File: config.mk
export PLATFORM = sky130hd
export DESIGN_NAME = local_bus_pulse
export DESIGN_NICKNAME = d
export VERILOG_FILES = /design/src/rtl/local_bus_pulse.v
export VERILOG_INCLUDE_DIRS = /design/src /design/src/rtl
export SDC_FILE = /design/constraint.sdc
export NUM_CORES = 1
export LEC_CHECK = 0
export ABC_AREA = 1
export BUFFER_PORTS_ARGS = -buffer_cell sky130_fd_sc_hd__clkbuf_2
export CAP_MARGIN = 5
export CORE_MARGIN = 5
export CORE_UTILIZATION = 35
export CTS_CLUSTER_SIZE = 10
export DETAILED_ROUTE_END_ITERATION = 16
export SLEW_MARGIN = 10
export SYNTH_ARGS = -nofsm -noshare
export SYNTH_HDL_FRONTEND = slang
export SYNTH_SLANG_ARGS = --single-unit
File: constraint.sdc
create_clock -name core_clk -period 8.98 [get_ports core_clk]
set_input_delay 1.347 -clock core_clk [delete_from_list [all_inputs] [get_ports core_clk]]
set_output_delay 1.347 -clock core_clk [all_outputs]
set_load 0.005 [all_outputs]
File: src/rtl/decoder_bus_map.vh
`ifndef DECODER_BUS_MAP_VH
`define DECODER_BUS_MAP_VH

// ==========================================================================
// Access kinds on the user request port.
`define KIND_RAM_RAW 3'h0
`define KIND_ROM_RAW 3'h1
`define KIND_FRAME_BUF 3'h2
`define KIND_PULSE_BUF 3'h3
`define KIND_RECOVERY 3'h4
`define KIND_AUTH_CNT 3'h5
`define KIND_STATUS_BUF 3'h6
`define KIND_ROM_CONFIG 3'h7

// ==========================================================================
// RAM map.
`define RAM_FRAME_BUF0 11'h000
`define RAM_FRAME_BUF1 11'h100
`define RAM_PROG_KNAPSACK 11'h200
`define RAM_PROG_HASH 11'h368
`define RAM_RECOVERY_LOW 11'h400
`define RAM_AUX_COUNTER 11'h402
`define RAM_PRINCIPAL_COUNTER 11'h406
`define RAM_STATUS_BUF0 11'h410
`define RAM_STATUS_BUF1 11'h430
`define RAM_FRAME_ANALYSIS_OFS 11'h00a
`define RAM_PULSE_BUF 11'h600

// ==========================================================================
// ROM map.
`define ROM_HEADER1 11'h000
`define ROM_HEADER2 11'h001
`define ROM_HEADER3 11'h002
`define ROM_POS_WINDOW 11'h003
`define ROM_NEG_WINDOW 11'h004
`define ROM_CHANNEL_PTR 11'h005
`define ROM_PACKET_HDR 11'h006
`define ROM_FREQ_TABLE 11'h100
`define ROM_FIXED_KNAPSACK 11'h200
`define ROM_FIXED_HASH 11'h368

// ==========================================================================
// Field masks applied to ROM reads.
`define HEADER1_FLAG_MASK 8'hcf
`define CHANNEL_PTR_MASK 8'h3f

// ==========================================================================
// Timing counts in master clock periods.
`define FAULT_MIN_TCK 32
`define FAULT_MAX_TCK 64
`define FAULT_LIMIT 7'h28
`define ACK_SETTLE 7'h04
`define UNIT_CLOCKS_DIV_OFF 40960
`define UNIT_CLOCKS_DIV_ON 8192

// ==========================================================================
// Pin reset values.
`define RST_LOCAL_ADDR 11'h000
`define RST_LOCAL_DATA 8'h00

`endif

File: src/rtl/local_bus_pulse.v
// Contract
// - Strobe pulse_channel_strobe_n low while channel id drives local_data, no address tied.
// - local_ack ends the strobe cycle, so slow latches may stretch it.
// - pulse_enable_out stays high exactly the commanded pulse length.
// - pulse_divide_sel high shortens every pulse length by five.
// - Code maps to unit times two to the code, plus one clock.
// - First pulse rises between half and one and a half units after legal.
// - About one unit gap between one pulse falling and the next rising.
// - Cycle starts with direction, select and address; memory ends it with local_ack.
// - Fault timer runs while a select is active; abort within 32 to 64 clocks.
// - 11-bit address and 8-bit data reach 2K RAM and 1K ROM.
// - Recovery counter uses RAM select if tail select high, else the counter store.
// - RAM holds two frame buffers, keys and the pulse buffer at fixed bases.
// - Frame buffer keeps length at offset 0, words fill downward to offset 1.
// - Pulse buffer keeps length at 600, first word at 600 plus X.
// - Recovery low byte at 400, counters least significant first at 402 and 406.
// - Two status buffers at 410 and 430, frame analysis octets after auth octets.
// - Bypass and control flag bits in header octet 1 are ignored.
// - ROM holds frequency table at 100, knapsack at 200, hashing key at 368.
// - Knapsack coefficients stored least significant octet first.
// - Hashing key stored bit reversed starting at 368.
`timescale 1ns/10ps
`include "decoder_bus_map.vh"

module local_bus_pulse #(
   parameter UNIT_DIV_OFF = `UNIT_CLOCKS_DIV_OFF,
   parameter UNIT_DIV_ON = `UNIT_CLOCKS_DIV_ON
) (
   // Clock, reset and freeze.
   input wire core_clk,
   input wire rstn,
   input wire clk_en,
   // Memory access request port.
   input wire acc_req,
   input wire acc_write,
   input wire [2:0] acc_kind,
   input wire acc_bank,
   input wire [9:0] acc_index,
   input wire [7:0] acc_wdata,
   output wire acc_ready,
   output reg acc_done,
   output reg acc_fault,
   output reg [7:0] acc_rdata,
   // Pulse command port.
   input wire pulse_cmd_valid,
   input wire pulse_first,
   input wire [7:0] pulse_channel,
   input wire [2:0] pulse_code,
   output wire pulse_cmd_ready,
   output reg pulse_fault,
   // Configuration pins.
   input wire tail_length_select,
   input wire pulse_divide_sel,
   // Local bus pins.
   output reg [10:0] local_addr,
   input wire [7:0] local_data_in,
   output reg [7:0] local_data_out,
   output reg local_data_oe_n,
   output reg read_write_n,
   output reg ram_select_n,
   output reg rom_select_n,
   output reg counter_store_select,
   input wire local_ack,
   // Pulse unit pins.
   output reg pulse_channel_strobe_n,
   output reg pulse_enable_out
);

   // ==========================================================================
   // Reset release.
   reg rst_a_q;
   reg rst_n_s;

   always @(posedge core_clk or negedge rstn) begin
      if (!rstn) begin
         rst_a_q <= 1'b0;
         rst_n_s <= 1'b0;
      end else begin
         rst_a_q <= 1'b1;
         rst_n_s <= rst_a_q;
      end
   end

   // ==========================================================================
   // Pin synchronisers. A bit is taken once stages two and three agree,
   // which filters a one-cycle glitch at the cost of four cycles latency.
   localparam SW = 11;
   wire [SW-1:0] pin_raw;
   reg [SW-1:0] s1_q;
   reg [SW-1:0] s2_q;
   reg [SW-1:0] s3_q;
   reg [SW-1:0] pin_q;

   assign pin_raw = {local_ack, tail_length_select, pulse_divide_sel, local_data_in};

   always @(posedge core_clk or negedge rst_n_s) begin
      if (!rst_n_s) begin
         s1_q <= {SW{1'b0}};
         s2_q <= {SW{1'b0}};
         s3_q <= {SW{1'b0}};
         pin_q <= {SW{1'b0}};
      end else if (clk_en) begin
         s1_q <= pin_raw;
         s2_q <= s1_q;
         s3_q <= s2_q;
         pin_q <= (s2_q & s3_q) | (pin_q & (s2_q | s3_q));
      end
   end

   wire ack_s = pin_q[10];
   wire tail_s = pin_q[9];
   wire div_s = pin_q[8];
   wire [7:0] data_s = pin_q[7:0];

   // ==========================================================================
   // Address forming for the request port.
   reg [10:0] addr_d;
   reg is_rom_d;
   reg is_recovery_d;

   always @* begin
      addr_d = {1'b0, acc_index};
      is_rom_d = 1'b0;
      is_recovery_d = 1'b0;
      case (acc_kind)
         `KIND_ROM_RAW: begin
            addr_d = {1'b0, acc_index};
            is_rom_d = 1'b1;
         end
         `KIND_ROM_CONFIG: begin
            addr_d = `ROM_HEADER1 + {8'h00, acc_index[2:0]};
            is_rom_d = 1'b1;
         end
         `KIND_FRAME_BUF: begin
            // Offset 0 is the length, offsets X down to 1 carry the frame.
            addr_d = (acc_bank ? `RAM_FRAME_BUF1 : `RAM_FRAME_BUF0) + {3'h0, acc_index[7:0]};
         end
         `KIND_PULSE_BUF: begin
            addr_d = `RAM_PULSE_BUF + {3'h0, acc_index[7:0]};
         end
         `KIND_RECOVERY: begin
            addr_d = `RAM_RECOVERY_LOW;
            is_recovery_d = 1'b1;
         end
         `KIND_AUTH_CNT: begin
            addr_d = (acc_bank ? `RAM_PRINCIPAL_COUNTER : `RAM_AUX_COUNTER) + {9'h000, acc_index[1:0]};
         end
         `KIND_STATUS_BUF: begin
            addr_d = (acc_bank ? `RAM_STATUS_BUF1 : `RAM_STATUS_BUF0) + {7'h00, acc_index[3:0]};
         end
         default: begin
            addr_d = {1'b0, acc_index};
         end
      endcase
   end

   // ==========================================================================
   // Local bus sequencer. The strobe of the pulse unit wins over a pending
   // memory access, so a strobe waits only for a memory cycle already on the bus.
   localparam B_IDLE = 2'h0;
   localparam B_MEM = 2'h1;
   localparam B_STB = 2'h2;
   localparam B_REL = 2'h3;

   reg [1:0] bus_q;
   reg [6:0] fault_q;
   reg rom_cycle_q;
   reg [10:0] cyc_addr_q;
   reg stb_req;
   reg stb_done_q;
   reg stb_fault_q;
   reg [7:0] chan_q;

   wire fault_hit = (fault_q == `FAULT_LIMIT);
   // Data and acknowledge share one synchroniser, so an acknowledge tied high
   // must wait until the data of this cycle has come through.
   wire ack_ok = ack_s && (fault_q >= `ACK_SETTLE);

   assign acc_ready = (bus_q == B_IDLE) && !stb_req;

   always @(posedge core_clk or negedge rst_n_s) begin
      if (!rst_n_s) begin
         bus_q <= B_IDLE;
         fault_q <= 7'h00;
         rom_cycle_q <= 1'b0;
         cyc_addr_q <= `RST_LOCAL_ADDR;
         local_addr <= `RST_LOCAL_ADDR;
         local_data_out <= `RST_LOCAL_DATA;
         local_data_oe_n <= 1'b1;
         read_write_n <= 1'b1;
         ram_select_n <= 1'b1;
         rom_select_n <= 1'b1;
         counter_store_select <= 1'b0;
         pulse_channel_strobe_n <= 1'b1;
         acc_done <= 1'b0;
         acc_fault <= 1'b0;
         acc_rdata <= 8'h00;
         stb_done_q <= 1'b0;
         stb_fault_q <= 1'b0;
      end else if (clk_en) begin
         acc_done <= 1'b0;
         acc_fault <= 1'b0;
         stb_done_q <= 1'b0;
         stb_fault_q <= 1'b0;
         case (bus_q)
            B_IDLE: begin
               fault_q <= 7'h00;
               if (stb_req) begin
                  // The address bus is left alone here.
                  local_data_out <= chan_q;
                  local_data_oe_n <= 1'b0;
                  pulse_channel_strobe_n <= 1'b0;
                  bus_q <= B_STB;
               end else if (acc_req) begin
                  local_addr <= addr_d;
                  cyc_addr_q <= addr_d;
                  rom_cycle_q <= is_rom_d;
                  read_write_n <= ~acc_write;
                  local_data_out <= acc_wdata;
                  local_data_oe_n <= ~acc_write | is_rom_d;
                  if (is_rom_d) begin
                     rom_select_n <= 1'b0;
                  end else if (is_recovery_d && !tail_s) begin
                     counter_store_select <= 1'b1;
                  end else begin
                     ram_select_n <= 1'b0;
                  end
                  bus_q <= B_MEM;
               end
            end
            B_MEM: begin
               fault_q <= fault_q + 7'h01;
               if (ack_ok) begin
                  // A held-high acknowledge completes once the data has settled.
                  if (!rom_cycle_q) begin
                     acc_rdata <= data_s;
                  end else if (cyc_addr_q == `ROM_HEADER1) begin
                     acc_rdata <= data_s & `HEADER1_FLAG_MASK;
                  end else if (cyc_addr_q == `ROM_CHANNEL_PTR) begin
                     acc_rdata <= data_s & `CHANNEL_PTR_MASK;
                  end else begin
                     acc_rdata <= data_s;
                  end
                  acc_done <= 1'b1;
                  bus_q <= B_REL;
               end else if (fault_hit) begin
                  acc_fault <= 1'b1;
                  bus_q <= B_REL;
               end
               if (ack_ok || fault_hit) begin
                  ram_select_n <= 1'b1;
                  rom_select_n <= 1'b1;
                  counter_store_select <= 1'b0;
               end
            end
            B_STB: begin
               fault_q <= fault_q + 7'h01;
               if (ack_ok || fault_hit) begin
                  pulse_channel_strobe_n <= 1'b1;
                  stb_done_q <= ack_ok;
                  stb_fault_q <= ~ack_ok;
                  bus_q <= B_REL;
               end
            end
            default: begin
               // Data is dropped one cycle after the strobe rises so the
               // latch sees it stable across its closing edge.
               local_data_oe_n <= 1'b1;
               read_write_n <= 1'b1;
               bus_q <= B_IDLE;
            end
         endcase
      end
   end

   // ==========================================================================
   // Pulse unit.
   localparam P_IDLE = 2'h0;
   localparam P_WAIT = 2'h1;
   localparam P_STB = 2'h2;
   localparam P_ON = 2'h3;

   reg [1:0] pu_q;
   reg [22:0] cnt_q;
   reg [22:0] len_q;
   reg [22:0] unit_q;

   wire [22:0] unit_now = div_s ? UNIT_DIV_ON[22:0] : UNIT_DIV_OFF[22:0];

   assign pulse_cmd_ready = (pu_q == P_IDLE);

   always @* begin
      stb_req = (pu_q == P_STB) && !stb_done_q && !stb_fault_q;
   end

   always @(posedge core_clk or negedge rst_n_s) begin
      if (!rst_n_s) begin
         pu_q <= P_IDLE;
         cnt_q <= 23'h000000;
         len_q <= 23'h000000;
         unit_q <= 23'h000000;
         chan_q <= 8'h00;
         pulse_enable_out <= 1'b0;
         pulse_fault <= 1'b0;
      end else if (clk_en) begin
         pulse_fault <= 1'b0;
         case (pu_q)
            P_IDLE: begin
               if (pulse_cmd_valid) begin
                  chan_q <= pulse_channel;
                  unit_q <= unit_now;
                  len_q <= (unit_now << pulse_code) + 23'h000001;
                  cnt_q <= 23'h000000;
                  pu_q <= P_WAIT;
               end
            end
            P_WAIT: begin
               // One unit from legal, or from the previous fall; the strobe
               // adds far less than half a unit, keeping both windows met.
               cnt_q <= cnt_q + 23'h000001;
               if (cnt_q == unit_q - 23'h000001) begin
                  pu_q <= P_STB;
               end
            end
            P_STB: begin
               cnt_q <= 23'h000000;
               if (stb_done_q) begin
                  pulse_enable_out <= 1'b1;
                  pu_q <= P_ON;
               end else if (stb_fault_q) begin
                  // No pulse without a latched channel.
                  pulse_fault <= 1'b1;
                  pu_q <= P_IDLE;
               end
            end
            default: begin
               cnt_q <= cnt_q + 23'h000001;
               if (cnt_q == len_q - 23'h000001) begin
                  pulse_enable_out <= 1'b0;
                  pu_q <= P_IDLE;
               end
            end
         endcase
      end
   end

endmodule // local_bus_pulse

==> results of run 1 <==
metal layers:
metal	part of all wire [%]	up-vias
met5	0	-
met4	1.7	0
met3	2.8	19
met2	48	76
met1	48	2675
li1	-	2970
critical path: cells and delay by family (launching register included):
| family | cells | cell delay, ns |
|---|---|---|
| buffers and inverters | 2 | 0.27 |
| flip-flops | 1 | 0.50 |
| AND/OR/NAND/NOR | 3 | 0.65 |
cells by family (layout without fill, tap and decap cells):
kind of cell	after synthesis	count (layout)	share of synthesized area, %
and+or+nand+nor	430	430	27.9
AOI/OAI and AO/OA	141	141	11.9
DFF	140	140	50.3
buffers and inverters	123	226	7.11
adders and majority gates	10	10	1.79
xor gates and xnor gates	6	6	0.753
other	1	1	0.0537
muxes	1	1	0.161
cell type report:
| type | count | area [um^2] |
|---|---|---|
| inverter | 102 | 387 |
| sequential | 140 | 3510 |
| fill | 2031 | 11300 |
| tap | 265 | 332 |
| clock buffer | 18 | 429 |
| multi-input combinational | 589 | 2980 |
| timing repair buffer | 93 | 478 |
| clock inverter | 13 | 151 |
flip-flops by register name, summed over array words and instances (netlist names), 2 cells and up:
register and cells:
cnt_q 23, cyc_addr_q 11, len_q 11, pin_q 11, s1_q 11, s2_q 11
s3_q 11, acc_rdata 8, chan_q 8, local_data_out 8, fault_q 7, bus_q 2
pu_q 2
placed cells by master, fill, tap and decap left out, types with 5 or more instances in the layout:
cell,Yosys,layout
o21ai_0,73,73
nand2_1,226,226
dfstp_2,5,5
buf_4,3,5
nand2_2,5,5
nor3_1,13,13
nand3_1,59,59
inv_1,96,96
nor2_1,80,80
o211ai_1,10,10
a21oi_1,17,17
o21a_1,7,7
o22ai_1,6,6
clkbuf_16,0,17
a31oi_1,9,9
clkbuf_2,0,88
nor2_4,6,6
dfrtp_1,135,134
ha_1,10,10
nand4_1,13,13
clkinv_2,1,7
path summary, 6_finish.rpt:
kind | slack [ns] | endpoint | cells past startpoint
setup / recovery | 5.79 | acc_ready | 5
hold / removal | 0.24 | len_q[18] | 0
setup reg to reg | 6.52 | local_data_out[5] | 7
hold reg to reg | 0.24 | len_q[18] | 0
max in group asynchronous | 6.99 | cyc_addr_q[1] | 2
min in group core_clk | 0.35 | rst_n_s | 0
stage by stage:
step	power (W)	hold WS [ns]	setup WS, ns	util, %	std cells
floorplan	0.00134	0.331	4.80	-	852
global placement	0.00154	0.250	5.62	39.4	1189
detailed placement	0.00155	0.250	5.59	39.4	1189
CTS	0.00226	0.257	5.73	42.3	1220
global route	0.00240	0.278	5.65	42.3	1220
finish	0.00222	0.239	5.79	42.3	1220
power groups by stage:
stage / registers [W] / logic (W) / clock network (W)
after floorplan: 0.000898 / 0.000442 / 0
after global placement: 0.000916 / 0.000621 / 0
after detailed placement: 0.000920 / 0.000627 / 0
after CTS: 0.000910 / 0.000630 / 0.000717
after global routing: 0.000934 / 0.000720 / 0.000745
final: 0.000909 / 0.000616 / 0.000699
==> results.ini, run 1 <==
[logic_synthesis]
yosys_most_used_dff=dfrtp_1
synth_top_area_share_pct=48.4
synth_seq_cells=140
syn-num-nets=913
ys_top_cells_by_area=dfrtp_1, nand2_1, o21ai_0
yosysUniqueCellTypes=54
synth-edff-count=0
yosysSeqAreaShare_pct=50.3
async_flop_share_pct=100
syn_inst=852
syn_area_mm2=0.00698
yosys.area.top_type=dfrtp_1
yosysWarnings=0
yosysMostFrequentCell=nand2_1
syn_avg_cell_area_um2=8.20
synthTopCellsByCount=nand2_1, dfrtp_1, inv_1

[sta]
hold_viol_final=0
fin_crit_ns=3.19
worst_pin_slew_ns=0.783
drv_slew=0
fin_crit_sh_pct=35.5
rsz0062_at_grt=false
setup_violations=0
slew_headroom_pct=47.8
fin_tns_setup_ns=0
fmax_mhz=314
skew_ns=0.00956

[finish]
antenna_cells=0
drive_gt1_share_pct=17.5
final_nets=1004
fin_area_mm2=0.00827
syn2layout_area_growth_pct=18.4

[route]
drc=0
vias=5740
routed_wl_mm=16.2
drtPass1Iterations=5
routed_via_density=4.70
wl_per_cell_um=13.3
detailedRoute.firstIterationViolations=279
detail-route-antenna-nets=0

[clock_tree]
insertion_delay_ns=0.42
cts_tree=yes
cts_sinks=140
cts_resized=0
ctsHtreeMaxLevel=4
cts.clk_slew.worst_paths_ns=0.06
clockBufferDepth=2
post_cts_buffers=0
root_buffer=clkbuf_16
ctsHoldBuffers=0
cts_inserted_buffers=17

[die]
chipHeight_um=151
start_util_pct=35.8
dieArea_mm2=0.0229
die_x_um=151
pin_count=90
fp-row-count=51
core_mm2=0.0195

[global_routing]
grt_pass1_vias=5767
busiest_layer=met2
antenna_found_initial=0
grt_usage_pct=15.1
grt_util_met1_pct=20.3
grt_max_degree=62
grt_pass1_wl_mm=27.7
gr-total-overflow=0
grt_use_met3_pct=3.47
grtUsageMet2_pct=24.0

[pwr]
vdd_drop_max_mv=0.137
clock_power_share_pct=31.4
p_leak_nw=4.06
power_density_mw_per_mm2=269
p_switching_w=0.000760
p_int_w=0.00146
swShare_pct=34.2
p_seq_share_pct=40.9
power_frac_comb_pct=27.7

[worst_setup_path]
critPathRequiredTime_ns=7.63
rr_startpoint=pu_q[0]
worstSetupStartpointType=flip-flop
path_max_fanout=11
path_cells=inv_4 -> nand2_2 -> nor3_4 -> nor2_4 -> clkbuf_2
path_class=flip-flop to output pin
critPathLaunch=pu_q[0]
crit_arrival_ns=1.84
worstSetupEndpointType=output pin
slowest_stage=dfrtp_1
max_stage_delay_ns=0.50

[placed_design]
gp_congestion=0.821
place_hpwl_mm=11.7
port_buffers=88
place_area_mm2=0.00769

[status]
status=finished, final reports clean

[run]
drv_cap=0

[worst_hold_path]
hold_path.class=flip-flop to async pin

No activity file was read; power rests on OpenSTA's default activity.
==> inputs of run 2 (changes only) <==
--- a/config.mk
+++ b/config.mk
@@ -6,7 +6,7 @@
 export SDC_FILE = /design/constraint.sdc
 export NUM_CORES = 1
 export LEC_CHECK = 0
-export ABC_AREA = 1
+export ABC_AREA = 0
 export BUFFER_PORTS_ARGS = -buffer_cell sky130_fd_sc_hd__clkbuf_2
 export CAP_MARGIN = 5
 export CORE_MARGIN = 5
==> constraint.sdc (replaced) <==
create_clock -name core_clk -period 2.6 [get_ports core_clk]
set_input_delay 0.39 -clock core_clk [delete_from_list [all_inputs] [get_ports core_clk]]
set_output_delay 0.39 -clock core_clk [all_outputs]
set_load 0.005 [all_outputs]
==> results.ini, run 2 <==
[status]
status=finished, final reports clean

[run]
drv_cap=0  ; unchanged

[finish]
largest_reg_flops=23  ; unchanged
antenna_cells=0  ; unchanged
final_common_cell=dfrtp_1
syn2layout_area_growth_pct=20.0
final_nets=814  ; -19%
drive_gt1_share_pct=25.7  ; +8.2 points
fin_util_pct=42.3  ; -0.043 points
largest-register=cnt_q
layout_common_cells=dfrtp_1, clkbuf_2, nand2_1

[sta]
fin_crit_ns=2.33
hold_ws_ns=0.195  ; -0.0434 ns
setup_violations=0  ; unchanged
skew_ns=0.00891  ; -0.000651 ns
fin_crit_sh_pct=89.5
fin_tns_setup_ns=0  ; unchanged
hold_viol_final=0  ; unchanged
drv_slew=0  ; unchanged
worst_pin_slew_ns=0.585  ; -0.198 ns
rsz0062_at_grt=false
fmax_mhz=430
slew_headroom_pct=60.6  ; +13 points

[worst_hold_path]
hold_path.class=primary input to flip-flop
min_to=s1_q[1]
worstHoldStart=local_data_in[1]
min_path_cells=2

[worst_setup_path]
path_max_fanout=4  ; -7
reg2reg_to=pu_q[1]
path_class=flip-flop to flip-flop
worstSetupStartpointType=flip-flop
critPathRequiredTime_ns=2.91  ; -4.72 ns
worstSetupEndpointType=flip-flop
regToRegSetupSlack_ns=0.27  ; -6.25 ns
crit_arrival_ns=2.64  ; +0.80 ns
r2r_cells=6  ; -1
rr_startpoint=len_q[13]
critPathLaunch=len_q[13]

[route]
wl_per_cell_um=14.3  ; +7.4%
routed_wl_mm=14.7  ; -9.3%
drc=0  ; unchanged
drtPass1Iterations=4  ; -1
routed_via_density=4.92  ; +4.6%
detail-route-antenna-nets=0  ; unchanged
vias=5072  ; -12%
detailedRoute.firstIterationViolations=239  ; -14%

[die]
dieArea_mm2=0.0223  ; -2.6%
die_x_um=149  ; -1.3%
pin_count=90  ; unchanged
core_mm2=0.0193  ; -1.3%
fp-row-count=51  ; unchanged
start_util_pct=35.2  ; -0.53 points
chipHeight_um=149  ; -1.3%

[placed_design]
place_hpwl_mm=10.3  ; -12%
gp_congestion=0.773  ; -5.8%
port_buffers=88  ; unchanged

[logic_synthesis]
yosys.area.top_type=dfrtp_1
syn_area_mm2=0.00679  ; -2.8%
synth_seq_cells=140  ; unchanged
yosysMostFrequentCell=dfrtp_1
ys_top_cells_by_area=dfrtp_1, mux2_2, nand2_1
yosysUniqueCellTypes=63  ; +17%
yosysSeqAreaShare_pct=51.7  ; +1.4 points
synthTopCellsByCount=dfrtp_1, nand2_1, nor2_1
synth-edff-count=0  ; unchanged
synth_top_area_share_pct=49.8  ; +1.4 points
syn-num-nets=723  ; -21%
async_flop_share_pct=100  ; unchanged
syn_inst=662  ; -22%
syn_avg_cell_area_um2=10.3  ; +25%
yosys_most_used_dff=dfrtp_1
yosysWarnings=0  ; unchanged

[clock_tree]
insertion_delay_ns=0.42  ; about the same
cts_resized=0  ; unchanged
post_cts_buffers=0  ; unchanged
root_buffer=clkbuf_16
ctsHoldBuffers=1  ; +1
cts_tree=yes
cts_sinks=140  ; unchanged
ctsHtreeMaxLevel=4  ; unchanged
cts.clk_slew.worst_paths_ns=0.07  ; about the same
cts_inserted_buffers=17  ; unchanged
clockBufferDepth=2  ; unchanged

[global_routing]
grt_usage_pct=13.9  ; -1.2 points
gr-total-overflow=0  ; unchanged
grt_max_degree=90  ; +45%
antenna_found_initial=1  ; +1
grt_pass1_wl_mm=25.1  ; -9.6%
grt_pass1_vias=4968  ; -14%

[pwr]
p_leak_nw=3.75  ; -7.7%
power_density_mw_per_mm2=819  ; +200%
vdd_drop_max_mv=0.448  ; +230%

==> run 2: cell count changes after synthesis, sizes merged, moves of 10 or more <==
cell and delta:
nand2 -150, o31ai +10, nand3 -49, clkbuf +14, nor2 -36, xnor2 +15
nand2b +24, xor2 +14, a21oi +16, inv -85, mux2 +45, o21ai -31
mux2i +12
==> run 2: cell type report <==
cell class	instances	area, um^2
Fill cell	1906	11100
Sequential cell	140	3510
Multi-Input combinational cell	475	3100
Timing Repair Buffer	103	568
Clock buffer	17	425
Tap cell	265	332
Clock inverter	15	156
Inverter	16	60.1
==> run 2: worst max path at each step <==
stage | endpoint | slack, ns | depth (start not counted)
floorplan | acc_done | 0.28 | 0
detailed placement | pu_q[1] | 0.29 | 7
CTS | acc_ready | 0.26 | 4
global placement | pu_q[1] | 0.29 | 7
finish | pu_q[1] | 0.27 | 6
global route | pu_q[1] | 0.11 | 6
==> run 2: through the flow <==
stage / instances / worst slack (ns) / total power, W / cell area [um^2]
3_3_place_gp: 998 / 0.292 / 0.00430 / 7560
6_report: 1031 / 0.272 / 0.00667 / 8150
4_1_cts: 1031 / 0.261 / 0.00676 / 8150
2_1_floorplan: 662 / 0.279 / 0.00377 / 6790
5_1_grt: 1031 / 0.109 / 0.00710 / 8150
3_5_place_dp: 998 / 0.289 / 0.00434 / 7560
==> run 2: logic make-up (layout without fill, tap and decap cells) <==
logic type                 Yosys count  in the layout  share of synthesized area [%]
muxes                               58             58                           9.40
other                                1              1                         0.0552
adders and majority gates           10             10                           1.84
xor gates and xnor gates            35             35                           4.51
and+or+nand+nor                    240            240                           17.8
buffers and inverters               47            151                           2.73
AOI/OAI and AO/OA                  131            131                           11.9
DFF                                140            140                           51.7
==> run 2: critical path: stages, from the launching register on <==
cell and delay, ns:
dfrtp_1 0.40, or4_1 0.59, nor4b_2 0.30, xnor2_1 0.19, nor4bb_1 0.34, nand4_1 0.17, a31o_1 0.23
==> run 2: routing by layer <==
layer / track usage, % / share of wire [%] / up-vias
met5: 0 / 0.075 / -
met4: 3.84 / 0.95 / 2
met3: 4.71 / 6.0 / 13
met2: 20.5 / 45 / 101
met1: 19.5 / 48 / 2442
li1: - / - / 2514
==> run 2: report_power, final <==
part	switching [W]	internal (W)
Combinational	0.000691	0.000605
Clock	0.00104	0.00135
Sequential	0.000371	0.00261
